[src/licb_pkg.sv]
// Contract
// (RULE1) Custom driver: square wave or open-drain
// (RULE2) Software keeps custom driver bit zero
// (RULE3) E1 limiter enabled unless disable bit
// (RULE4) Composite filter bit enables 64kHz PLL
// (RULE5) Software sets clock selects and prescalers
// (RULE6) High clock select enables conversion PLL
// (RULE7) Alarm bit zero sends unframed ones
// (RULE8) Composite mode alarm zero drops subrates
// (RULE9) Rising violation bit inserts one violation
// (RULE10) Software clears then sets for another
// (RULE11) Rising reset bit pulses line reset
// (RULE12) Software clears reset bit before resetting
// (RULE13) Pattern bit sends alternating ones zeros
// (RULE14) Monitor field selects gain boost
// (RULE15) Resistor bit selects 120 or 133 ohm
// (RULE16) Termination field picks internal termination
// (RULE17) Invert bit inverts CMI both directions
// (RULE18) CMI enable bit selects CMI mode
// (RULE19) Software writes zero to unused bits
// (RULE20) Software picks clock source per master clock
// (RULE21) Reset zero; hardware mode follows pins
// (RULE22) Rising edges give single-cycle pulses
package licb_pkg;

  // Register offsets and reset value
  localparam logic [7:0] LICB_ADDR_DRIVER_JITTER = 8'h31;
  localparam logic [7:0] LICB_ADDR_CMI_MONITOR   = 8'h32;
  localparam logic [7:0] LICB_ADDR_TERM_PRESCALE = 8'h33;
  localparam logic [7:0] LICB_RESET_VALUE        = 8'h00;
  localparam logic [7:0] LICB_CMI_MONITOR_MASK   = 8'hF9;

  // Driver and jitter register fields
  localparam int unsigned LICB_CUSTOM_DRIVER_BIT = 0;
  localparam int unsigned LICB_LIMITER_DIS_BIT   = 1;
  localparam int unsigned LICB_RX_FILTER_BIT     = 2;
  localparam int unsigned LICB_JCLK_LO_BIT       = 3;
  localparam int unsigned LICB_TX_ALARM_BIT      = 4;
  localparam int unsigned LICB_VIOL_INSERT_BIT   = 5;
  localparam int unsigned LICB_LINE_RESET_BIT    = 6;
  localparam int unsigned LICB_JCLK_HI_BIT       = 7;

  // CMI and monitor register fields
  localparam int unsigned LICB_ALT_PATTERN_BIT   = 0;
  localparam int unsigned LICB_GAIN_LSB          = 3;
  localparam int unsigned LICB_EXT_RES_BIT       = 5;
  localparam int unsigned LICB_CMI_INVERT_BIT    = 6;
  localparam int unsigned LICB_CMI_ENABLE_BIT    = 7;

  // Termination and prescale register fields
  localparam int unsigned LICB_RX_TERM_LSB       = 0;
  localparam int unsigned LICB_TX_TERM_LSB       = 3;
  localparam int unsigned LICB_PRESCALE_LSB      = 6;

  // Termination values in ohms
  localparam logic [7:0] LICB_OHM_NONE = 8'h00;
  localparam logic [7:0] LICB_OHM_75   = 8'h4B;
  localparam logic [7:0] LICB_OHM_100  = 8'h64;
  localparam logic [7:0] LICB_OHM_120  = 8'h78;
  localparam logic [7:0] LICB_OHM_110  = 8'h6E;
  localparam logic [7:0] LICB_OHM_133  = 8'h85;

  // Gain boost in dB
  localparam logic [5:0] LICB_GAIN_DB_0  = 6'h00;
  localparam logic [5:0] LICB_GAIN_DB_20 = 6'h14;
  localparam logic [5:0] LICB_GAIN_DB_26 = 6'h1A;
  localparam logic [5:0] LICB_GAIN_DB_32 = 6'h20;

  typedef struct packed {
    logic       square_wave;
    logic       open_drain;
    logic       limiter_en;
    logic       all_ones_unframed;
    logic       all_ones_no_subrates;
    logic       alt_pattern;
    logic       cmi_enable;
    logic       cmi_invert;
    logic       term_en;
    logic [7:0] term_ohms;
  } licb_tx_s;

  typedef struct packed {
    logic       composite_filter_en;
    logic [5:0] gain_boost_db;
    logic       ext_res_133;
    logic       term_internal;
    logic [7:0] term_ohms;
  } licb_rx_s;

  typedef struct packed {
    logic       conv_pll_en;
    logic [1:0] jitter_clk_select;
    logic [1:0] mclk_prescale;
  } licb_clk_s;

  // Termination code to ohms, zero for codes that select none
  function automatic logic [7:0] licb_term_ohms(input logic [2:0] code);
    unique case (code)
      3'h1:    return LICB_OHM_75;
      3'h2:    return LICB_OHM_100;
      3'h3:    return LICB_OHM_120;
      3'h4:    return LICB_OHM_110;
      3'h5:    return LICB_OHM_133;
      default: return LICB_OHM_NONE;
    endcase
  endfunction : licb_term_ohms

endpackage : licb_pkg

[src/licb_rise_pulse.sv]
`timescale 1ns/1ps
module licb_rise_pulse #(
  parameter int unsigned WIDTH = 2
) (
  // Clock and reset
  input  wire logic             clk,
  input  wire logic             reset,
  // Levels in, pulses out
  input  wire logic [WIDTH-1:0] level,
  output logic      [WIDTH-1:0] pulse
);
  logic [WIDTH-1:0] prev_q;
  logic [WIDTH-1:0] pulse_q;

  // (RULE22) compare with previous cycle
  always_ff @(posedge clk)
  begin
    if (reset)
    begin
      prev_q  <= '0;
      pulse_q <= '0;
    end
    else
    begin
      prev_q  <= level;
      pulse_q <= level & ~prev_q;
    end
  end

  assign pulse = pulse_q;

endmodule : licb_rise_pulse

[src/licb_bpv_insert.sv]
`timescale 1ns/1ps
module licb_bpv_insert (
  // Clock and reset
  input  wire logic clk,
  input  wire logic reset,
  // Arm request
  input  wire logic arm,
  // Transmit bit stream
  input  wire logic bit_valid,
  input  wire logic bit_in,
  // Insert the previous cycle's bit as a violation
  output logic      violation
);
  import licb_pkg::*;

  typedef enum logic [1:0] {
    LICB_BPV_IDLE  = 2'b01,
    LICB_BPV_ARMED = 2'b10
  } licb_bpv_e;

  licb_bpv_e  state_q;
  logic [1:0] ones_q;
  logic       third_one;
  logic       viol_q;

  assign third_one = bit_valid & bit_in & (ones_q == 2'd2);

  // Run of consecutive ones, saturating at two
  always_ff @(posedge clk)
  begin
    if (reset)
      ones_q <= 2'd0;
    else if (bit_valid)
      ones_q <= bit_in ? ((ones_q == 2'd2) ? 2'd2 : ones_q + 2'd1) : 2'd0;
  end

  // (RULE9) one violation per arm
  always_ff @(posedge clk)
  begin
    if (reset)
    begin
      state_q <= LICB_BPV_IDLE;
      viol_q  <= 1'b0;
    end
    else
    begin
      viol_q <= (state_q == LICB_BPV_ARMED) & third_one;
      unique case (state_q)
        LICB_BPV_IDLE:
          if (arm)
            state_q <= LICB_BPV_ARMED;
        LICB_BPV_ARMED:
          if (third_one && !arm)
            state_q <= LICB_BPV_IDLE;
        default:
          state_q <= LICB_BPV_IDLE;
      endcase
    end
  end

  assign violation = viol_q;

endmodule : licb_bpv_insert

[src/licb_line_ctrl.sv]
`timescale 1ns/1ps
module licb_line_ctrl (
  // Clock and reset
  input  wire logic                clk,
  input  wire logic                reset,
  // Parallel control port
  input  wire logic                cpu_cs,
  input  wire logic                cpu_wr,
  input  wire logic                cpu_rd,
  input  wire logic [7:0]          cpu_addr,
  input  wire logic [7:0]          cpu_wdata,
  output logic      [7:0]          cpu_rdata,
  // Hardware control mode pins
  input  wire logic                hw_mode,
  input  wire logic                hw_tx_alarm_pin,
  input  wire logic                hw_jitter_clk_lo_pin,
  input  wire logic [1:0]          hw_mclk_prescale_pin,
  // Line mode context
  input  wire logic [2:0]          line_ctrl_buildout,
  input  wire logic                e1_mode,
  input  wire logic                composite_clock_mode,
  // Transmit bit stream
  input  wire logic                tx_bit_valid,
  input  wire logic                tx_bit,
  output logic                     tx_violation,
  // CMI coded paths
  input  wire logic                cmi_tx_in,
  output logic                     cmi_tx_out,
  input  wire logic                cmi_rx_in,
  output logic                     cmi_rx_out,
  // Decoded controls
  output licb_pkg::licb_tx_s       tx_ctrl,
  output licb_pkg::licb_rx_s       rx_ctrl,
  output licb_pkg::licb_clk_s      clk_ctrl,
  output logic                     line_iface_reset_pulse
);
  import licb_pkg::*;

  logic [7:0] drv_q;
  logic [7:0] cmi_q;
  logic [7:0] term_q;
  logic [7:0] drv_eff;
  logic [7:0] cmi_eff;
  logic [7:0] term_eff;
  logic [7:0] rdata_q;
  logic       wr_hit;
  logic [2:0] wr_sel;
  logic [2:0] rd_sel;
  logic [1:0] edge_pulse;
  licb_tx_s   tx_d;
  licb_tx_s   tx_q;
  licb_rx_s   rx_d;
  licb_rx_s   rx_q;
  licb_clk_s  clk_d;
  licb_clk_s  clk_q;
  logic       cmi_tx_q;
  logic       cmi_rx_q;

  // One-hot register select from an address
  function automatic logic [2:0] reg_select(input logic [7:0] addr);
    logic [2:0] sel;
    sel[0] = (addr == LICB_ADDR_DRIVER_JITTER);
    sel[1] = (addr == LICB_ADDR_CMI_MONITOR);
    sel[2] = (addr == LICB_ADDR_TERM_PRESCALE);
    return sel;
  endfunction : reg_select

  // Software writes are ignored in hardware mode
  assign wr_hit = cpu_cs & cpu_wr & ~hw_mode;
  assign wr_sel = reg_select(cpu_addr) & {3{wr_hit}};
  assign rd_sel = reg_select(cpu_addr) & {3{cpu_cs & cpu_rd}};

  // (RULE21) driver register resets to zero
  always_ff @(posedge clk)
  begin
    if (reset)
      drv_q <= LICB_RESET_VALUE;
    else if (wr_sel[0])
      drv_q <= cpu_wdata;
  end

  // (RULE21) CMI register, unused bits zero
  always_ff @(posedge clk)
  begin
    if (reset)
      cmi_q <= LICB_RESET_VALUE;
    else if (wr_sel[1])
      cmi_q <= cpu_wdata & LICB_CMI_MONITOR_MASK;
  end

  // (RULE21) termination register resets to zero
  always_ff @(posedge clk)
  begin
    if (reset)
      term_q <= LICB_RESET_VALUE;
    else if (wr_sel[2])
      term_q <= cpu_wdata;
  end

  // (RULE21) hardware mode follows pins
  always_comb
  begin
    drv_eff  = drv_q;
    cmi_eff  = cmi_q;
    term_eff = term_q;
    if (hw_mode)
    begin
      drv_eff                    = LICB_RESET_VALUE;
      drv_eff[LICB_TX_ALARM_BIT] = hw_tx_alarm_pin;
      drv_eff[LICB_JCLK_LO_BIT]  = hw_jitter_clk_lo_pin;
      cmi_eff                    = LICB_RESET_VALUE;
      term_eff                   = LICB_RESET_VALUE;
      term_eff[LICB_PRESCALE_LSB +: 2] = hw_mclk_prescale_pin;
    end
  end

  // Registered read data, unmapped reads zero
  always_ff @(posedge clk)
  begin
    if (reset)
      rdata_q <= LICB_RESET_VALUE;
    else if (cpu_cs && cpu_rd)
      rdata_q <= ({8{rd_sel[0]}} & drv_eff) | ({8{rd_sel[1]}} & cmi_eff)
                 | ({8{rd_sel[2]}} & term_eff);
  end

  assign cpu_rdata = rdata_q;

  // (RULE22) edge pulses for strobe bits
  licb_rise_pulse #(
    .WIDTH (2)
  ) u_rise (
    .clk   (clk),
    .reset (reset),
    .level ({drv_eff[LICB_LINE_RESET_BIT], drv_eff[LICB_VIOL_INSERT_BIT]}),
    .pulse (edge_pulse)
  );

  // (RULE11) line reset pulse
  assign line_iface_reset_pulse = edge_pulse[1];

  // (RULE9) arm violation on rising edge
  licb_bpv_insert u_bpv (
    .clk       (clk),
    .reset     (reset),
    .arm       (edge_pulse[0]),
    .bit_valid (tx_bit_valid),
    .bit_in    (tx_bit),
    .violation (tx_violation)
  );

  // Transmit side decode
  always_comb
  begin
    tx_d = '0;
    // (RULE1) square wave or open drain
    tx_d.square_wave = drv_eff[LICB_CUSTOM_DRIVER_BIT] & (line_ctrl_buildout == 3'h0);
    tx_d.open_drain  = drv_eff[LICB_CUSTOM_DRIVER_BIT] & (line_ctrl_buildout != 3'h0);
    // (RULE3) limiter only disabled in E1
    tx_d.limiter_en = ~(e1_mode & drv_eff[LICB_LIMITER_DIS_BIT]);
    // (RULE7) unframed all ones
    tx_d.all_ones_unframed = ~composite_clock_mode & ~drv_eff[LICB_TX_ALARM_BIT];
    // (RULE8) all ones without subrates
    tx_d.all_ones_no_subrates = composite_clock_mode & ~drv_eff[LICB_TX_ALARM_BIT];
    // (RULE13) alternating pattern
    tx_d.alt_pattern = cmi_eff[LICB_ALT_PATTERN_BIT];
    // (RULE18) CMI mode select
    tx_d.cmi_enable = cmi_eff[LICB_CMI_ENABLE_BIT];
    tx_d.cmi_invert = cmi_eff[LICB_CMI_INVERT_BIT];
    tx_d.term_ohms  = licb_term_ohms(term_eff[LICB_TX_TERM_LSB +: 3]);
    tx_d.term_en    = (tx_d.term_ohms != LICB_OHM_NONE);
  end

  // Receive side decode
  always_comb
  begin
    logic [7:0] ext_ohms;
    logic [7:0] code_ohms;
    ext_ohms  = LICB_OHM_120;
    code_ohms = LICB_OHM_NONE;
    rx_d      = '0;
    // (RULE4) composite filter only in that mode
    rx_d.composite_filter_en = composite_clock_mode & drv_eff[LICB_RX_FILTER_BIT];
    // (RULE14) gain boost in T1 or E1
    if (!composite_clock_mode)
    begin
      unique case (cmi_eff[LICB_GAIN_LSB +: 2])
        2'h0: rx_d.gain_boost_db = LICB_GAIN_DB_0;
        2'h1: rx_d.gain_boost_db = LICB_GAIN_DB_20;
        2'h2: rx_d.gain_boost_db = LICB_GAIN_DB_26;
        2'h3: rx_d.gain_boost_db = LICB_GAIN_DB_32;
      endcase
    end
    // (RULE15) fitted resistor value
    rx_d.ext_res_133 = cmi_eff[LICB_EXT_RES_BIT];
    ext_ohms = rx_d.ext_res_133 ? LICB_OHM_133 : LICB_OHM_120;
    // (RULE16) 133 needs the 133 resistor
    code_ohms = licb_term_ohms(term_eff[LICB_RX_TERM_LSB +: 3]);
    if (code_ohms == LICB_OHM_NONE || (code_ohms == LICB_OHM_133 && !rx_d.ext_res_133))
      rx_d.term_ohms = ext_ohms;
    else
      rx_d.term_ohms = code_ohms;
    rx_d.term_internal = (rx_d.term_ohms != ext_ohms);
  end

  // Attenuator clock source
  always_comb
  begin
    clk_d = '0;
    // (RULE6) conversion PLL enable
    clk_d.conv_pll_en       = drv_eff[LICB_JCLK_HI_BIT];
    clk_d.jitter_clk_select = {drv_eff[LICB_JCLK_HI_BIT], drv_eff[LICB_JCLK_LO_BIT]};
    clk_d.mclk_prescale     = term_eff[LICB_PRESCALE_LSB +: 2];
  end

  // Registered control outputs
  always_ff @(posedge clk)
  begin
    if (reset)
      tx_q <= '0;
    else
      tx_q <= tx_d;
  end

  always_ff @(posedge clk)
  begin
    if (reset)
      rx_q <= '0;
    else
      rx_q <= rx_d;
  end

  always_ff @(posedge clk)
  begin
    if (reset)
      clk_q <= '0;
    else
      clk_q <= clk_d;
  end

  // (RULE17) transmit CMI inversion
  always_ff @(posedge clk)
  begin
    if (reset)
      cmi_tx_q <= 1'b0;
    else
      cmi_tx_q <= cmi_tx_in ^ (tx_d.cmi_enable & tx_d.cmi_invert);
  end

  // (RULE17) receive CMI inversion
  always_ff @(posedge clk)
  begin
    if (reset)
      cmi_rx_q <= 1'b0;
    else
      cmi_rx_q <= cmi_rx_in ^ (tx_d.cmi_enable & tx_d.cmi_invert);
  end

  assign tx_ctrl    = tx_q;
  assign rx_ctrl    = rx_q;
  assign clk_ctrl   = clk_q;
  assign cmi_tx_out = cmi_tx_q;
  assign cmi_rx_out = cmi_rx_q;

endmodule : licb_line_ctrl

[config.mk]
export PLATFORM = sky130hd
export DESIGN_NAME = licb_line_ctrl
export DESIGN_NICKNAME = d
export VERILOG_FILES = /design/src/licb_pkg.sv /design/src/licb_rise_pulse.sv /design/src/licb_bpv_insert.sv /design/src/licb_line_ctrl.sv
export SDC_FILE = /design/constraint.sdc
export NUM_CORES = 1
export LEC_CHECK = 0
export BUFFER_PORTS_ARGS = -buffer_cell sky130_fd_sc_hd__clkbuf_2
export CORE_ASPECT_RATIO = 0.5
export CORE_MARGIN = 2
export CORE_UTILIZATION = 46
export DETAILED_ROUTE_END_ITERATION = 7
export PLACE_DENSITY = 0.75
export SLEW_MARGIN = 20
export SYNTH_ARGS = -nofsm -noshare
export SYNTH_HDL_FRONTEND = slang
export SYNTH_SLANG_ARGS = --single-unit
[constraint.sdc]
create_clock -name clk -period 1.7 [get_ports clk]
set_clock_uncertainty 0.2 [all_clocks]
set_input_delay 0.255 -clock clk [delete_from_list [all_inputs] [get_ports clk]]
set_output_delay 0.255 -clock clk [all_outputs]
set_load 0.03 [all_outputs]
==> key figures <==
Route
  – # DRC: 0
  – DR WL/cell: 15.29 µm
  – Post-Route WL: 7645 µm
  – First drt pass iteration count: 6
  – Post-DR vias/cell: 5.120
  – Vias: 2,560
  – Starting DRT DRC Count: 160
  – Final ANT Viol Nets: 0

Placement
  – Dpl hpwl: 5391 µm
  – I/O Buffers: 84
  – Place WS: -0.06944 ns
  – GPL Wtd Cong: 0.8664

Setup path
  – CP peak stage delay: 0.47 ns
  – Crit path DAT: 1.63 ns
  – Reg2reg end: cpu_rdata[0]$_SDFFE_PP0P_
  – Worst setup SP type: flip-flop
  – WS Path Type: reg -> reg
  – Critical-path top delay cell: dfxtp_1
  – Register-to-register setup slack: 0.14 ns
  – FF-to-FF Start: term_q[0]$_SDFFE_PP0P_
  – CP Capture Type: flip-flop
  – Critical Path Start: term_q[0]$_SDFFE_PP0P_
  – Cells along the critical path: mux2_2 > a22oi_1 > or4_1 > a21oi_1
  – CP max FO: 8
  – FF-to-FF path depth: 4
  – CP bufs+invs: 0
  – Largest delay contributor family on the critical path: flip-flops
  – Worst endpoint required time: 1.77 ns

Global route
  – Vias in the first global route: 2,501
  – First-pass GRT wire length: 12,150 µm
  – Total track usage: 22.09%
  – GR Overflow Total: 0
  – Largest net degree at the start of global routing: 43
  – Antenna violations before repair: 0

Synth
  – Main flop type after synthesis: dfxtp_1
  – Mapped Nets: 349
  – Mapped Cells: 309
  – Sequential-to-total area share from yosys stat: 50.76%
  – Fraction of registers with async set/reset: 0%
  – Warning count from the yosys run: 0
  – Post-synth cell types: 49
  – Cell Area, Synth: 3037 µm²
  – Number of synthesized register bits: 77
  – Share of the synthesized area in the top cell type: 50.76%
  – Avg Inst Size Synth: 9.827 µm²
  – Ranking of synthesized cells by area: dfxtp_1 51%, mux2i_1 10%, nor2_1 5.2%
  – Area leader, netlist: dfxtp_1
  – Number of synthesized flops with an enable pin: 0

Hold path
  – Worst Hold Path EP: drv_q[3]$_SDFFE_PP0P_
  – Hold Path Origin: cpu_wdata[3]
  – HP Class: in -> reg
  – WHS Path Cells: 3

Status
  – Outcome: complete, no violations

Clocking
  – Post-cts sizing count: 0
  – Max Root-Sink Buffers: 2
  – CTS tree: built
  – CTS Root Cell: clkbuf_16
  – Depth of the CTS H-tree: 3
  – Post-CTS setup buffers: 0
  – CTS Sinks: 77
  – Clk Latency, worst-skew pair: 0.33 ns
  – CTS Buf Count: 9
  – Hold-fix buffers, CTS: 9
  – Clk slew on worst S/H paths: 0.06 ns

Timing
  – Final Hold Fails: 0
  – Max Freq: 641.0 MHz
  – Final setup viols: 0
  – Slew Viols, Final: 0
  – Min cycle time layout: 1.560 ns
  – RSZ-0062 raised after global routing: false
  – Final hold slack: 0.003476 ns
  – Final Cycle Share: 91.76%
  – TNS Setup: 0 ns
  – Final WS setup: 0.1400 ns

Layout
  – Register area: 1541 µm²
  – Filler cell count: 484
  – Multi-input gate area: 1359 µm²
  – Nets: 449
  – P&R area growth vs syn: 33.70%
  – Most common cell after layout, fill and taps aside: clkbuf_2
  – Ant diodes: 0
  – Most frequent cells in the layout: 84 x clkbuf_2, 77 x dfxtp_1, 42 x nor2_1, 31 x mux2i_1
  – Share of layout cells above drive strength 1: 30.83%
  – Fin util: 65.16%

Floorplanning
  – Core Area: 6231 µm²
  – IO Count: 86
  – Row cnt: 20
  – Die Y-Extent: 61.45 µm
  – Starting density of the core: 48.73%
  – Width of the die: 118.9 µm
  – Die area: 7307 µm²

Pwr
  – PwrDens: 1047 nW/µm²
  – LEAKAGE: 1.897 nW
  – Peak supply drop: 0.0005357 V

Run
  – Max cap viols: 0
-- worst register-to-register path: cells and delay by family, from the launching register on --
kind	cells	cell delay, ns
AND/OR/NAND/NOR	1	0.40
multiplexers	1	0.21
flip-flops	1	0.47
AO/OA/AOI/OAI	2	0.20
-- how the worst max path moves through the flow --
| stage | end | depth (start not counted) |
|---|---|---|
| 2_1_floorplan | cpu_rdata[0]$_SDFFE_PP0P_ | 4 |
| 3_3_place_gp | cpu_rdata[0]$_SDFFE_PP0P_ | 5 |
| 3_5_place_dp | cpu_rdata[0]$_SDFFE_PP0P_ | 5 |
| 4_1_cts | cpu_rdata[0]$_SDFFE_PP0P_ | 4 |
| 5_1_grt | cpu_rdata[0]$_SDFFE_PP0P_ | 4 |
| 6_report | cpu_rdata[0]$_SDFFE_PP0P_ | 4 |
-- per-stage QoR --
step / instances / total power [mW] / instance area (µm²)
floorplan: 309 / 1.991 / 3037
global placement: 477 / 2.095 / 3633
detailed placement: 477 / 2.100 / 3633
CTS: 500 / 4.248 / 4060
global route: 500 / 4.368 / 4060
finish: 500 / 4.250 / 4060
-- cell usage after synthesis (4+ instances only) --
cell type / number
nor2_1: 42
a21oi_1: 14
inv_1: 10
a22oi_1: 4
ha_1: 5
nor3_1: 9
xnor2_1: 4
nand2b_1: 7
o21ai_0: 5
nor2b_1: 7
buf_2: 4
clkbuf_1: 11
dfxtp_1: 77
and3_1: 4
mux2i_1: 31
and2_1: 11
nand2_1: 14
nand3_1: 4
buf_4: 4
-- power by group --
part / internal, mW / switching, mW
Clock: 1.46 / 0.712
Combinational: 0.107 / 0.148
Sequential: 1.82 / 0.00557
-- registers in the layout, summed over array words and instances (netlist names) --
signal,cells
tx_ctrl,17
rx_ctrl,15
cpu_rdata,8
drv_q,8
term_q,8
cmi_q,6
clk_ctrl,4
u_bpv.ones_q,2
u_bpv.state_q,2
u_rise.prev_q,2
u_rise.pulse,2
cmi_rx_out,1
cmi_tx_out,1
u_bpv.violation,1
-- layer usage --
layer	GRT usage, %	share of wire (%)	vias up
li1	-	-	1242
met1	26.60	43	1213
met2	39.41	50	97
met3	6.296	5.7	8
met4	7.653	1.1	0
met5	0	0	-
-- final cells by class --
class / count / share of cell area (%)
timing repair buffer: 110 / 16.64
clock inverter: 4 / 2.404
inverter: 10 / 0.9245
tap: 88 / 2.712
clock buffer: 10 / 5.886
multi-input combinational: 201 / 33.47
sequential: 77 / 37.97
-- cell families (layout without fill, tap and decap cells) --
group / after synthesis / after routing / share of synthesized area, %
AO/OA/AOI/OAI: 39 / 39 / 8.282
XOR/XNOR: 6 / 6 / 1.731
adder cells (fa/ha/maj): 5 / 5 / 2.060
buffers and inverters: 31 / 134 / 4.491
flip-flops: 77 / 77 / 50.76
multiplexers: 33 / 33 / 10.96
other: 1 / 1 / 0.1235
AND/OR/NAND/NOR: 117 / 117 / 21.59
No activity file was read; power rests on OpenSTA's default activity.
